--- config.mk ---
export PLATFORM = sky130hd
export DESIGN_NAME = windowed_watchdog_timer
export DESIGN_NICKNAME = d
export VERILOG_FILES = /design/src/rtl/wdt_pkg.sv /design/src/rtl/low_power_rc_osc_tick_gen.sv /design/src/rtl/windowed_watchdog_timer.sv
export SDC_FILE = /design/constraint.sdc
export NUM_CORES = 1
export LEC_CHECK = 0
export BUFFER_PORTS_ARGS = -buffer_cell sky130_fd_sc_hd__buf_2
export CORE_MARGIN = 2
export CORE_UTILIZATION = 41
export CTS_CLUSTER_DIAMETER = 50
export DETAILED_ROUTE_END_ITERATION = 8
export PLACE_DENSITY = 0.62
export SLEW_MARGIN = 20
export SYNTH_ARGS = -nofsm -noshare
export SYNTH_HDL_FRONTEND = slang
export SYNTH_HIERARCHICAL = 1
export SYNTH_SLANG_ARGS = --single-unit
--- constraint.sdc ---
create_clock -name mclk -period 8.3 [get_ports mclk]
set_input_delay 1.66 -clock mclk [delete_from_list [all_inputs] [get_ports mclk]]
set_output_delay 1.66 -clock mclk [all_outputs]
set_load 0.05 [all_outputs]
--- src/rtl/wdt_pkg.sv ---
/*
  Shared constants and carrier types for the windowed watchdog timer.
  Assumes a single 125 MHz clock (mclk) and an asynchronous active-high reset.
*/
package wdt_pkg;

  // nominal low-power oscillator rate and derived tick spacing in mclk cycles
  localparam int OSC_FREQ_HZ = 32000;
  localparam int MCLK_FREQ_HZ = 125000000;
  localparam int OSC_DIV_CYCLES = MCLK_FREQ_HZ / OSC_FREQ_HZ; // rounds down
  localparam logic [12:0] OSC_TICK_LAST = 13'(OSC_DIV_CYCLES - 1);

  // prescaler ratios: 5-bit or 7-bit mode
  localparam logic [6:0] PRE_LAST_DIV32 = 7'h1f;
  localparam logic [6:0] PRE_LAST_DIV128 = 7'h7f;

  // nominal base timeouts in microseconds for each prescale choice
  localparam int BASE_TIMEOUT_DIV32_US = 1000;
  localparam int BASE_TIMEOUT_DIV128_US = 4000;

  // postscaler width: 16 ratios, 1:1 .. 1:32768
  localparam int POST_WIDTH = 15;

  // window opens in the last quarter of the period
  localparam int WINDOW_SHIFT = 2;

  // reset values
  localparam logic RST_SOFT_ENABLE = 1'b0;
  localparam logic RST_TIMEOUT_FLAG = 1'b0;

  // configuration bits as loaded from the watchdog configuration word
  typedef struct packed {
    logic watchdogAlwaysOn;
    logic windowModeDisable;
    logic watchdogPrescaleSelect;
    logic [3:0] watchdogPostscaleSelect;
  } watchdog_config_type;

  // one-cycle core events that clear the counters
  typedef struct packed {
    logic clearWatchdogInstr;
    logic powerSaveInstr;
    logic powerSaveExit;
    logic clockSwitchDone;
  } core_event_type;

  typedef enum logic [1:0] {
    ST_OFF = 2'b00,
    ST_RUN = 2'b01,
    ST_SAVE = 2'b11
  } wdt_state_type;

  // selected postscale terminal count (ratio minus one)
  function automatic logic [POST_WIDTH-1:0] post_last(input logic [3:0] sel);
    post_last = POST_WIDTH'((32'h1 << sel) - 32'h1);
  endfunction : post_last

endpackage : wdt_pkg

--- src/rtl/low_power_rc_osc_tick_gen.sv ---
/*
  Models the low-power RC oscillator as a tick strobe derived from mclk.
  Assumes mclk at 125 MHz; the oscillator runs only while forced on.
*/
`timescale 1ns/100ps
module osc_tick_gen
  import wdt_pkg::*;
(
  input wire logic mclk,
  input wire logic rst,
  input wire logic oscOn,
  output logic oscTick
);
  import wdt_pkg::*;

  logic [12:0] divCount_r;

  // free divider, parked at zero while the oscillator is off to save power
  always_ff @(posedge mclk or posedge rst) begin
    if (rst) begin
      divCount_r <= 13'h0000;
      oscTick <= 1'b0;
    end else if (!oscOn) begin
      divCount_r <= 13'h0000;
      oscTick <= 1'b0;
    end else if (divCount_r == OSC_TICK_LAST) begin
      divCount_r <= 13'h0000;
      oscTick <= 1'b1;
    end else begin
      divCount_r <= divCount_r + 13'h0001;
      oscTick <= 1'b0;
    end
  end

endmodule : osc_tick_gen

--- src/rtl/windowed_watchdog_timer.sv ---
/*
  Windowed watchdog: prescaler, postscaler, timeout flag, wake and reset requests.
  Assumes configuration bits are stable and core events are one-cycle pulses
  synchronous to mclk; watchdogReset is fed back on rst by the system reset logic.
*/
`timescale 1ns/100ps
// What this block does
// [RULE1] counter runs from low-power oscillator, forced on
// [RULE2] prescaler divides by 32 or 128
// [RULE3] base timeout about 1 ms or 4 ms
// [RULE4] 4-bit postscaler selects sixteen ratios
// [RULE5] any device reset clears all counts
// [RULE6] completed clock switch clears all counts
// [RULE7] entering sleep or idle clears counts
// [RULE8] leaving sleep or idle clears counts
// [RULE9] clear instruction clears counter and scalers
// [RULE10] counts in sleep, timeout wakes device
// [RULE11] software clears sleep and idle bits afterwards; no such bits exist in this block
// [RULE12] always-on bit forces watchdog enabled
// [RULE13] otherwise soft enable bit starts/stops it
// [RULE14] soft enable cleared by any reset
// [RULE15] software clears only in last quarter
// [RULE16] early clear in window mode resets device
// [RULE17] timeout flag sticky until software clears; here rst also clears it, including the fed-back watchdog reset
// [RULE18] prescale bit one selects 128, zero 32
// [RULE19] postscale value n gives ratio 2^n
// [RULE20] window-disable one means non-window mode
// [RULE21] running timeout resets device, sets flag
// [RULE22] disabled watchdog holds counts at zero, no events
module windowed_watchdog_timer
  import wdt_pkg::*;
(
  input wire logic mclk,
  input wire logic rst,
  input wdt_pkg::watchdog_config_type cfg,
  input wdt_pkg::core_event_type coreEvent,
  input wire logic inPowerSave,
  input wire logic softEnableSet,
  input wire logic softEnableClear,
  input wire logic timeoutFlagClear,
  output logic watchdogSoftEnable,
  output logic watchdogTimeoutFlag,
  output logic lowPowerOscOn,
  output logic watchdogReset,
  output logic watchdogWake,
  output logic windowOpen
);
  import wdt_pkg::*;

  logic oscTick;
  logic wdtEnabled;
  logic clearCounts;
  logic [6:0] preCount_r;
  logic [POST_WIDTH-1:0] postCount_r;
  logic [6:0] preLast;
  logic [POST_WIDTH-1:0] postLast;
  logic expire;
  logic earlyClear;
  logic [POST_WIDTH+6:0] elapsed;
  logic [POST_WIDTH+6:0] periodLast;
  wdt_state_type state_r, state_nxt;

  // joins both scaler counts into one tick count of the whole period;
  // in 5-bit mode the two upper prescale bits are never used, so drop them
  function automatic logic [POST_WIDTH+6:0] span_of(
    input logic div128,
    input logic [POST_WIDTH-1:0] post,
    input logic [6:0] pre
  );
    span_of = div128 ? {post, pre} : {2'h0, post, pre[4:0]};
  endfunction : span_of

  // always-on overrides software control
  assign wdtEnabled = cfg.watchdogAlwaysOn | watchdogSoftEnable; // [RULE12] [RULE13]
  assign lowPowerOscOn = wdtEnabled; // [RULE1]

  osc_tick_gen osc_tick_gen_inst (
    .mclk(mclk),
    .rst(rst),
    .oscOn(lowPowerOscOn),
    .oscTick(oscTick)
  );

  // prescale: 1 selects 1:128 (about 4 ms), 0 selects 1:32 (about 1 ms)
  assign preLast = cfg.watchdogPrescaleSelect ? PRE_LAST_DIV128 : PRE_LAST_DIV32; // [RULE2] [RULE18] [RULE3]
  assign postLast = post_last(cfg.watchdogPostscaleSelect); // [RULE4] [RULE19]

  // window opens once 3/4 of the whole period has elapsed; judging on the
  // postscaler alone would open at half time for the 1:2 ratio
  assign elapsed = span_of(cfg.watchdogPrescaleSelect, postCount_r, preCount_r);
  assign periodLast = span_of(cfg.watchdogPrescaleSelect, postLast, preLast);
  assign windowOpen = wdtEnabled &&
    (elapsed >= (periodLast - (periodLast >> WINDOW_SHIFT))); // [RULE16]
  // early clear only matters in window mode and normal execution
  assign earlyClear = wdtEnabled && !cfg.windowModeDisable && // [RULE20]
    coreEvent.clearWatchdogInstr && !inPowerSave && !windowOpen; // [RULE16]

  // any of these restarts the whole chain
  assign clearCounts = coreEvent.clockSwitchDone | // [RULE6]
    coreEvent.powerSaveInstr | // [RULE7]
    coreEvent.powerSaveExit | // [RULE8]
    (coreEvent.clearWatchdogInstr && !inPowerSave) | // [RULE9]
    !wdtEnabled; // [RULE22]

  assign expire = wdtEnabled && oscTick && !clearCounts &&
    (preCount_r == preLast) && (postCount_r == postLast);

  // state tracks disabled, normal run and power-save counting
  always_comb begin
    state_nxt = state_r;
    unique case (state_r)
      ST_OFF: if (wdtEnabled) state_nxt = inPowerSave ? ST_SAVE : ST_RUN;
      ST_RUN: begin
        if (!wdtEnabled) state_nxt = ST_OFF;
        else if (inPowerSave) state_nxt = ST_SAVE;
      end
      ST_SAVE: begin
        if (!wdtEnabled) state_nxt = ST_OFF;
        else if (!inPowerSave) state_nxt = ST_RUN;
      end
      default: state_nxt = ST_OFF;
    endcase
  end

  always_ff @(posedge mclk or posedge rst) begin
    if (rst) state_r <= ST_OFF;
    else state_r <= state_nxt;
  end

  // prescaler and postscaler; device reset (rst) clears both
  always_ff @(posedge mclk or posedge rst) begin
    if (rst) begin // [RULE5]
      preCount_r <= 7'h00;
      postCount_r <= '0;
    end else if (clearCounts || expire) begin
      preCount_r <= 7'h00;
      postCount_r <= '0;
    end else if (oscTick) begin
      if (preCount_r == preLast) begin
        preCount_r <= 7'h00;
        postCount_r <= postCount_r + POST_WIDTH'(1);
      end else begin
        preCount_r <= preCount_r + 7'h01;
      end
    end
  end

  // timeout in power save wakes; in normal run it resets (one-cycle pulses)
  always_ff @(posedge mclk or posedge rst) begin
    if (rst) begin
      watchdogWake <= 1'b0;
      watchdogReset <= 1'b0;
    end else begin
      watchdogWake <= expire && inPowerSave; // [RULE10]
      watchdogReset <= (expire && !inPowerSave) || earlyClear; // [RULE21] [RULE16]
    end
  end

  // software enable: set wins over clear, reset clears it
  always_ff @(posedge mclk or posedge rst) begin
    if (rst) watchdogSoftEnable <= RST_SOFT_ENABLE; // [RULE14]
    else if (softEnableSet) watchdogSoftEnable <= 1'b1; // [RULE13]
    else if (softEnableClear) watchdogSoftEnable <= 1'b0;
  end

  // sticky flag; a timeout in the same cycle as the clear wins. the flag is
  // cleared by rst, so the watchdog reset it causes clears it once fed back on rst
  always_ff @(posedge mclk or posedge rst) begin
    if (rst) watchdogTimeoutFlag <= RST_TIMEOUT_FLAG;
    else if (expire || earlyClear) watchdogTimeoutFlag <= 1'b1; // [RULE17]
    else if (timeoutFlagClear) watchdogTimeoutFlag <= 1'b0;
  end
endmodule : windowed_watchdog_timer

# --- Word-level counts from Yosys, hierarchy flattened ---
# Index checks and enable logic that the tools add are counted.
# W data, S select, Z words.
totals:
  rom_bits: 0
  n_memories: 0
  latch_bits: 0
  regBits: 40
  mem_bits_rw: 0
  wordCells: 65
  input_bits: 17
  output_inout_bits: 6
classes:
  n_addsub: 5
  n_shift: 1
  bitwise_logic: 5
  magnitude_cmp: 1
  eq_ne: 3
  multipliers: 0
  div: 0
  n_reduce_logical: 25
  n_mux: 17
ops:
  columns: ["operator", "n"]
  rows:
  - ["$mux W15", 3]
  - ["$mux W22", 2]
  - ["$mux W7", 4]
  - ["$mux W13", 2]
  - ["$ge A22 B22 Y1", 1]
  - ["$sub A22 B20 Y22", 1]
  - ["$add A15 B1 Y15 const B", 1]
  - ["$eq A15 B15 Y1", 1]
  - ["$shl A1 B4 Y15 const A", 1]
  - ["$sub A15 B1 Y15 const B", 1]
  - ["$add A13 B1 Y13 const B", 1]
  - ["$eq A13 B12 Y1 const B", 1]
  - ["$logic_and A1 B1 Y1", 12]
  - ["$reduce_bool A2 Y1", 4]
  - ["$add A7 B1 Y7 const B", 1]
  - ["$eq A7 B7 Y1", 1]
  - ["$mux W1", 6]
  - ["$logic_not A1 Y1", 5]
  - ["$or A1 B1 Y1", 5]
  - ["$logic_or A1 B1 Y1", 3]
  - ["$reduce_and A2 Y1", 1]

# --- Logic depth before layout (Yosys ltp) ---
# Gate-level depths: netlist (run 1).
depth:
  word_depth: 11
  depth_mapped: 30
  depth_no_buf: 26

# --- Hierarchy ---
# Netlist (run 1), hierarchy kept.
by_module_without_submodules:
  columns: ["mod", "area_per_inst_um2", "cells_each", "instances", "seq_area_each_um2"]
  rows:
  - ["windowed_watchdog_timer", 3362.0, 434, 1, 650.6]
  - ["osc_tick_gen", 725.7, 70, 1, 350.3]

# --- Worst setup path after synthesis (run 1) ---
# OpenSTA, ideal clock, no wires.
synth_path:
  path_type: "input to output"
  start: "in cfg[3] in the netlist's numbering"
  end: "out windowOpen"
  cell_stages: 27
  t_arrival_ps: 7347
  path_slack_ps: -707
  n_path_buf: 4
  required_ps: 6640
  cell_sequence: "clkbuf_1 -> buf_1 -> nor3_1 -> inv_1 -> ha_1 -> clkbuf_1 -> clkbuf_1 -> inv_1 -> xnor2_1 -> nand2_1 -> o21ai_0 -> ha_1 -> inv_1 -> fa_1 -> a211o_1 -> a221o_1 -> a221o_1 -> or4b_1 -> o211ai_2 -> o311ai_1 -> xnor2_1 -> ha_1 -> and4_1 -> nand3_1 -> nor4_1 -> nand4b_1 -> and2_1"
synth_via:
  elab_chain_cells: 6
synth_lines:
  columns: ["item", "line", "source"]
  rows:
  - ["start: declaration", "windowed_watchdog_timer.sv:35", "input wdt_pkg::watchdog_config_type cfg,"]
  - ["$shl A1 B4 Y15", "wdt_pkg.sv:55", "post_last = POST_WIDTH'((32'h1 << sel) - 32'h1);"]
  - ["$sub A15 B1 Y15", "wdt_pkg.sv:55", null]
  - ["$mux W22", "windowed_watchdog_timer.sv:70", "span_of = div128 ? {post, pre} : {2'h0, post, pre[4:0]};"]
  - ["$sub A22 B20 Y22", "windowed_watchdog_timer.sv:93", "(elapsed >= (periodLast - (periodLast >> WINDOW_SHIFT)));"]
  - ["$ge A22 B22 Y1", "windowed_watchdog_timer.sv:93", null]
  - ["$logic_and A1 B1 Y1", "windowed_watchdog_timer.sv:92", "assign windowOpen = wdtEnabled &&"]
  - ["end: declaration", "windowed_watchdog_timer.sv:46", "output logic windowOpen"]
# No other way between the ends.

# --- Worst setup path in the final report (run 1) ---
layout_path:
  start: "in cfg[1] in the netlist's numbering"
  end: "out windowOpen"
# Same word-level chain as after synthesis.

==> results of run 1 <==
## power groups by stage
stage          logic, mW  registers [mW]  clock network (mW)
6_report           0.230           0.220               0.134
5_1_grt            0.254           0.222               0.145
4_1_cts            0.225           0.220               0.138
3_5_place_dp       0.220           0.223                   0
3_3_place_gp       0.215           0.223                   0
2_1_floorplan      0.156           0.223                   0
## layout make-up
| cell class | instances | area share |
|---|---|---|
| inverter | 34 | 0.0272 |
| timing repair buffer | 66 | 0.0943 |
| sequential | 40 | 0.210 |
| tap | 133 | 0.0348 |
| multi-input combinational | 406 | 0.615 |
| clock buffer | 8 | 0.0189 |
## repair_timing
item                                    in CTS  in global routing
pin swaps                                    7                  2
buffers inserted                             2                  1
endpoints found under the setup margin       1                  1
resized for setup                            9                  8
hold buffers                                 0                  0
## per-stage QoR
step	worst slack, ns	TNS, ns	hold WS [ns]	instances
2_1_floorplan	-0.195	-0.195	0.485	504
3_3_place_gp	-0.124	-0.124	0.462	676
3_5_place_dp	-0.238	-0.238	0.468	676
4_1_cts	0.0426	0	0.492	686
5_1_grt	-0.109	-0.109	0.524	687
6_report	0.101	0	0.486	687
## path summary, 6_finish.rpt
kind / from / end / depth (start not counted) / slack, ns
max: cfg[1] / windowOpen / 25 / 0.10
min: watchdogTimeoutFlag / watchdogTimeoutFlag / 1 / 0.49
max reg2reg: postCount_r[4] / watchdogReset / 12 / 4.96
min reg2reg: watchdogTimeoutFlag / watchdogTimeoutFlag / 1 / 0.49
max in group asynchronous: rst / watchdogReset / 2 / 6.42
min in group asynchronous: rst / osc_tick_gen_inst/divCount_r[6] / 2 / 1.40
## cell families (layout without fill, tap and decap cells)
family | after synthesis | count (layout)
adder cells (fa/ha/maj) | 36 | 36
flip-flops | 40 | 40
AND/OR/NAND/NOR | 196 | 196
buffers and inverters | 58 | 108
XOR/XNOR | 44 | 44
AO/OA/AOI/OAI | 115 | 115
multiplexers | 15 | 15
## state kept, by name, indices dropped and copies added (netlist names)
name                          count
watchdogSoftEnable                1
watchdogTimeoutFlag               1
osc_tick_gen_inst/oscTick         1
watchdogWake                      1
postCount_r                      15
watchdogReset                     1
osc_tick_gen_inst/divCount_r     13
preCount_r                        7
## routing by layer
layer,part of all wire,vias up,GRT usage
met5,0,-,0
met4,0.024,0,0.0772
met3,0.044,17,0.0251
met2,0.46,94,0.323
met1,0.48,1833,0.273
li1,-,1909,-
## worst reg2reg max path: cells and delay by family, from the launching register on
family / cells / cell delay, ns
and+or+nand+nor: 3 / 0.56
buffers and inverters: 3 / 0.42
AOI/OAI and AO/OA: 4 / 1.22
adders and majority gates: 1 / 0.32
DFF: 1 / 0.48
muxes: 1 / 0.30
## placed cells by master (no fill, tap or decap), drive strengths merged, types with 3 or more instances in the layout
cell,instances
a2111oi,3
a211oi,4
a21o,9
a21oi,22
a221oi,4
and2,8
and3,3
and4,3
buf,66
clkbuf,8
dfrtp,40
ha,34
inv,33
mux2,12
mux2i,3
nand2,42
nand2b,4
nand3,20
nand4,7
nand4b,4
nor2,49
nor2b,11
nor3,18
nor4,4
o21a,7
o21ai,33
o31ai,6
o41ai,4
or3,3
or4,4
or4b,4
xnor2,25
xor2,19
==> results.txt, run 1 <==
----------------------------------------------------
[Synthesis]
  Adder-cell share of the synthesized area ... 0.111
  Library cells used by synthesis ... 68
  Number of synthesized register bits ... 40
  Multiplexer fraction of the synthesized cell area ... 0.0404
  Basic-gate share of the synthesized area counting and, or, nand and nor cells ... 0.253
  Most repeated cell in the gate-level netlist after synthesis ... nor2_1
  Primary flip-flop cell chosen by synthesis mapping ... dfrtp_1
  Post-Synthesis Mean Instance Area ... between 8 and 9 um2
  Top cells by count, synth ... 49 x nor2_1, 42 x nand2_1, 40 x dfrtp_1, 34 x ha_1, 34 x inv_1
  Synth Area in XOR/XNOR ... 0.0943
  Portion of synthesized cell area occupied by the leading cell type ... 0.245
  Net Count, Synth ... approximately 560
  Dominant combinational cell family by area after synthesis ... simple AND/OR/NAND/NOR gates
  Post-synthesis cell area ... about 4100 um2
  Fraction of registers with async set or reset after synthesis ... 1.00
  Synth top area cells ... dfrtp_1 24%, ha_1 10%, xnor2_1 5.4%, nor2_1 4.5%, xor2_1 4.1%
  YS warnings ... 6
  Sequential-to-total area share from yosys stat ... 0.245
  Compound-cell area share of the yosys netlist ... 0.197
  Number of enable flip-flop cells after synthesis ... 0
  Library cell with the largest summed area after synthesis ... dfrtp_1
  Cell count after synthesis ... roughly 500

[Cells and area]
  Number of nets in the final layout ... around 610
  Antenna diode count ... 0
  Area used by multi-input combinational logic ... ~2900 um2
  Post-route standard cell area excluding fillers ... about 4800 um2
  Layout cells sized above 1 ... 0.204
  Area growth from synthesis to layout ... 16.8%
  Filler cell count ... just under 1000
  Final core utilization ... 0.491
  FF/Latch Area ... approximately 1000 um2

[Die]
  Starting utilization of the core area ... 0.420
  X dimension of the die ... around 100 um
  Vert. Die Dim ... 104 um
  DIE AREA ... roughly 11000 um2
  Area inside the core boundary ... 9730 um2
  Standard-cell row count ... 36
  Number of top-level pins ... 23

[Timing]
  Final hold violation count ... 0
  RSZ-0062 raised after global routing ... yes
  Maximum frequency from static timing analysis ... between 0.1 and 0.15 GHz
  Remaining max-slew budget at the tightest pin ... 0.383
  Final setup violation count ... 0
  Part of the cycle the worst path needs ... 0.988
  Max Slew Vio Count ... 0
  Worst clock skew on the final layout ... 0.00243 ns
  Least-Margin Pin Slew ... 0.921 ns
  Crit path time final ... just over 8 ns

[CTS]
  Root buffer selected by CTS ... clkbuf_8
  Number of sinks handled by clock tree synthesis ... 40
  Cts bufs inserted ... 5
  Longest Clk Path Bufs ... 2
  H-tree depth ... 2
  Clock network latency to the later pin of the worst-skew pair ... roughly 0.30 ns
  TritonCTS clock tree ... done
  Clock Pin Slew Worst Setup and Hold Paths ... 0.07 ns

[Power]
  Combinational group share of total power ... 0.394
  Pleak ... a little over 2 nW
  Switch share ... 0.357
  Largest voltage drop on the vdd net ... roughly 0.00011 V
  Sequential share of power ... 0.377
  Pwr dens ... around 120 nW/um2
  Clock network fraction of design power ... 0.229
  Int Power ... 0.375 mW
  Power after layout ... 0.584 mW
  NetSw ... about 0.21 mW

[Setup path]
  Data arrival time of the critical path ... about 6.5 ns
  Buffers & Inverters on Critical Path ... 4
  Required time at the endpoint of the critical path ... about 6.6 ns
  Setup crit end kind ... primary output
  Crit path max-delay family ... simple AND/OR/NAND/NOR gates
  Category of the worst setup path launch point ... primary input
  Class of the most critical setup path ... primary input to primary output
  Maximum fanout encountered on the critical timing path ... 5
  Crit path max-delay cell type ... or4b_4
  Slowest stage delay, CP ... 0.49 ns

[Place]
  Number of buffer cells added on primary ports ... 22
  Placer congestion estimate ... roughly 0.94
  Cell area after placement ... 4590 um2
  HPWL after detailed placement ... approximately 8000 um

[Drt]
  Wire length reported by the detailed router ... between 10000 and 15000 um
  Post-route DRC violation count ... 0
  Average via count per standard cell ... 5.61
  Violation count after the first detailed-route iteration ... 196
  Final ANT Viol Nets ... 0
  Count of vias placed by the detailed router ... approximately 3900
  Drt pass-1 iters ... 4
  Routed wire per std cell ... around 15 um

[Run]
  Max-cap check violation count ... 0

[Global route]
  Wire length of the first global-routing pass ... 18000 um
  Leftover overflow at the end of global routing ... 0
  Overall global routing resource usage ... 0.200
  Number of antenna violations at the first check in global routing ... 0
  Largest net degree at the start of global routing ... 27
  Vias in the first global route ... about 3800

[Hold path]
  Tightest Hold Check Type ... register to register

[Status]
  Outcome ... complete, no violations

----------------------------------------------------
Power figures use the tool's default switching activity.
==> run 2, diff against run 1 <==
==> constraint.sdc (replaced) <==
create_clock -name mclk -period 6.7 [get_ports mclk]
set_input_delay 1.34 -clock mclk [delete_from_list [all_inputs] [get_ports mclk]]
set_output_delay 1.34 -clock mclk [all_outputs]
set_load 0.05 [all_outputs]
==> run 2 against run 1 <==
  * The flow now finishes with violations (setup timing)
  * Clock skew rose by 0.011 ns
  * Die area unchanged
  * Highest routed layer unchanged
  * First-iteration DRC count fell by 2.0%
==> results.txt, run 2 (synthesized netlist as in run 1, its figures left out) <==
----------------------------------------------------
[Setup path]
  Class of the most critical setup path ... primary input to primary output (unchanged)
  Maximum fanout encountered on the critical timing path ... 22 (was 5)
  Category of the worst setup path launch point ... primary input (unchanged)
  Required time at the endpoint of the critical path ... 5.36 ns (was 6.64 ns)
  Setup crit end kind ... primary output (unchanged)
  Data arrival time of the critical path ... 6.22 ns (was 6.54 ns)
  Reg-to-reg setup timing slack ... 3.47 ns (was 4.96 ns)

[Drt]
  Average via count per standard cell ... 5.53 (was 5.61)
  Violation count after the first detailed-route iteration ... 192 (was 196)
  Count of vias placed by the detailed router ... 3990 (was 3853)
  Drt pass-1 iters ... 4 (unchanged)
  Post-route DRC violation count ... 0 (unchanged)
  Routed wire per std cell ... 15.1 um (was 15.3 um)
  Wire length reported by the detailed router ... 10900 um (was 10500 um)
  Final ANT Viol Nets ... 0 (unchanged)

[CTS]
  Root buffer selected by CTS ... clkbuf_8 (unchanged)
  H-tree depth ... 2 (unchanged)
  TritonCTS clock tree ... done (unchanged)
  Number of hold-repair buffers added at the cts stage ... 0 (unchanged)
  Number of sinks handled by clock tree synthesis ... 40 (unchanged)
  Cts bufs inserted ... 5 (unchanged)
  Clock Pin Slew Worst Setup and Hold Paths ... 0.07 ns (about the same)
  Longest Clk Path Bufs ... 2 (unchanged)
  Clock network latency to the later pin of the worst-skew pair ... 0.29 ns (was 0.30 ns)

[Die]
  X dimension of the die ... 104 um (unchanged)
  Starting utilization of the core area ... 0.420 (unchanged)
  DIE AREA ... 10800 um2 (unchanged)
  Area inside the core boundary ... 9730 um2 (unchanged)
  Vert. Die Dim ... 104 um (unchanged)
  Number of top-level pins ... 23 (unchanged)
  Standard-cell row count ... 36 (unchanged)

[Global route]
  Wire length of the first global-routing pass ... 18700 um (was 18000 um)
  Overall global routing resource usage ... 0.206 (was 0.200)
  Leftover overflow at the end of global routing ... 0 (unchanged)
  Vias in the first global route ... 3952 (was 3752)
  Largest net degree at the start of global routing ... 27 (unchanged)
  Number of antenna violations at the first check in global routing ... 0 (unchanged)

[Timing]
  Max Slew Vio Count ... 0 (unchanged)
  RSZ-0062 raised after global routing ... yes (unchanged)
  Remaining max-slew budget at the tightest pin ... 0.377 (was 0.383)
  Least-Margin Pin Slew ... 0.929 ns (was 0.921 ns)
  Worst clock skew on the final layout ... 0.0133 ns (was 0.00243 ns)
  Final critical-path setup slack ... -0.863 ns (was 0.101 ns)
  Final hold violation count ... 0 (unchanged)
  Final setup violation count ... 1 (was 0)
  Maximum frequency from static timing analysis ... between 0.1 and 0.15 GHz
  Part of the cycle the worst path needs ... 1.13
  Worst hold slack after final layout ... 0.495 ns (was 0.486 ns)
  Crit path time final ... between 7 and 8 ns

[Cells and area]
  Commonest non-fill, non-tap cell in the layout ... buf_4 (was nor2_1)
  Number of nets in the final layout ... 640 (was 605)
  Biggest register ... postCount_r (unchanged)
  Most frequent cells in the layout ... 79 x buf_4, 49 x nor2_1, 42 x nand2_1 (was 48 x nor2_1, 44 x buf_4, 42 x nand2_1)
  Area growth from synthesis to layout ... 23.7% (was 16.8%)
  Area used by multi-input combinational logic ... 2960 um2 (was 2940 um2)
  Filler cell count ... 951 (was 965)
  Final core utilization ... 0.520 (was 0.491)
  FF/Latch Area ... 1000 um2 (unchanged)
  Antenna diode count ... 0 (unchanged)
  Largest registers ... postCount_r (15), osc_tick_gen_inst/divCount_r (13), preCount_r (7) (unchanged)
  Layout cells sized above 1 ... 0.255 (was 0.204)
  Flip-flop count of the largest register, all copies and words added ... 15 (unchanged)
  Post-route standard cell area excluding fillers ... 5060 um2 (was 4780 um2)

[Power]
  Power after layout ... 0.755 mW (was 0.584 mW)
  Largest voltage drop on the vdd net ... 0.000197 V (was 0.000112 V)
  Pleak ... 2.24 nW (was 2.05 nW)
  Pwr dens ... 149 nW/um2 (was 122 nW/um2)

[Hold path]
  Tightest Hold Check Type ... register to register (unchanged)

[Place]
  Placer congestion estimate ... 0.911 (was 0.941)
  HPWL after detailed placement ... 8350 um (was 8010 um)
  Number of buffer cells added on primary ports ... 22 (unchanged)
  Place WS ... -1.22 ns (was -0.238 ns)
  Cell area after placement ... 4820 um2 (was 4590 um2)

[Status]
  Outcome ... complete, but fails checks (was complete, no violations)
  Violated checks ... setup timing

[Run]
  Max-cap check violation count ... 0 (unchanged)

----------------------------------------------------
-- run 2: cell type report --
cell class | count | area share
repair buffers | 101 | 0.141
inverters | 34 | 0.0257
multi-input cells | 406 | 0.585
flip-flops and latches | 40 | 0.198
clock buffers | 8 | 0.0178
well taps | 133 | 0.0329
-- run 2: metrics by stage --
stage	cells	setup TNS, ns
2_1_floorplan	504	-1.16
3_3_place_gp	706	-1.09
3_5_place_dp	706	-1.59
4_1_cts	720	-0.893
5_1_grt	722	-1.06
6_report	722	-0.863
-- run 2: critical path, cell delays in order --
cell and delay (ns):
buf_2 0.09, buf_4 0.10, buf_4 0.24, or3b_2 0.49
o22a_1 0.19, o32a_1 0.18, inv_1 0.06, ha_1 0.24
a211o_1 0.30, a221o_1 0.34, a221o_1 0.37, or4b_4 0.49
o211ai_2 0.19, o311ai_2 0.14, xnor2_1 0.15, ha_1 0.29
and4_4 0.23, nand3_2 0.08, nor3_2 0.10, o31ai_1 0.09
nand4b_1 0.18, and2_4 0.18, buf_8 0.14
-- run 2: what timing repair did --
| item | CTS | global route |
|---|---|---|
| resized for setup | 14 | 7 |
| buffers inserted | 6 | 2 |
| pin swaps | 18 | 3 |
| cloned | 0 | 0 |
| endpoints found under the setup margin | 1 | 2 |
| endpoints found under the hold margin | 0 | 0 |
-- run 2: per-layer routing --
layer	wire length (um)	vias up	global-route usage
met1	5270	1902	0.284
met2	5020	81	0.335
met5	0	-	0
met4	245	0	0.0705
li1	-	1986	-
met3	375	21	0.0232
-- run 2: worst paths after layout --
kind	from	end	cells after the start
max reg2reg	postCount_r[4]	watchdogReset	11
max in group asynchronous	rst	preCount_r[3]	2
min in group asynchronous	rst	osc_tick_gen_inst/divCount_r[12]	2
max	cfg[1]	windowOpen	23
min reg2reg	watchdogTimeoutFlag	watchdogTimeoutFlag	1
min	watchdogTimeoutFlag	watchdogTimeoutFlag	1
-- run 2: report_power, final --
part,total [mW],switching [mW],internal [mW]
Sequential,0.273,0.0186,0.254
Combinational,0.318,0.166,0.153
Clock,0.164,0.0797,0.0840
Total,0.755,0.264,0.491
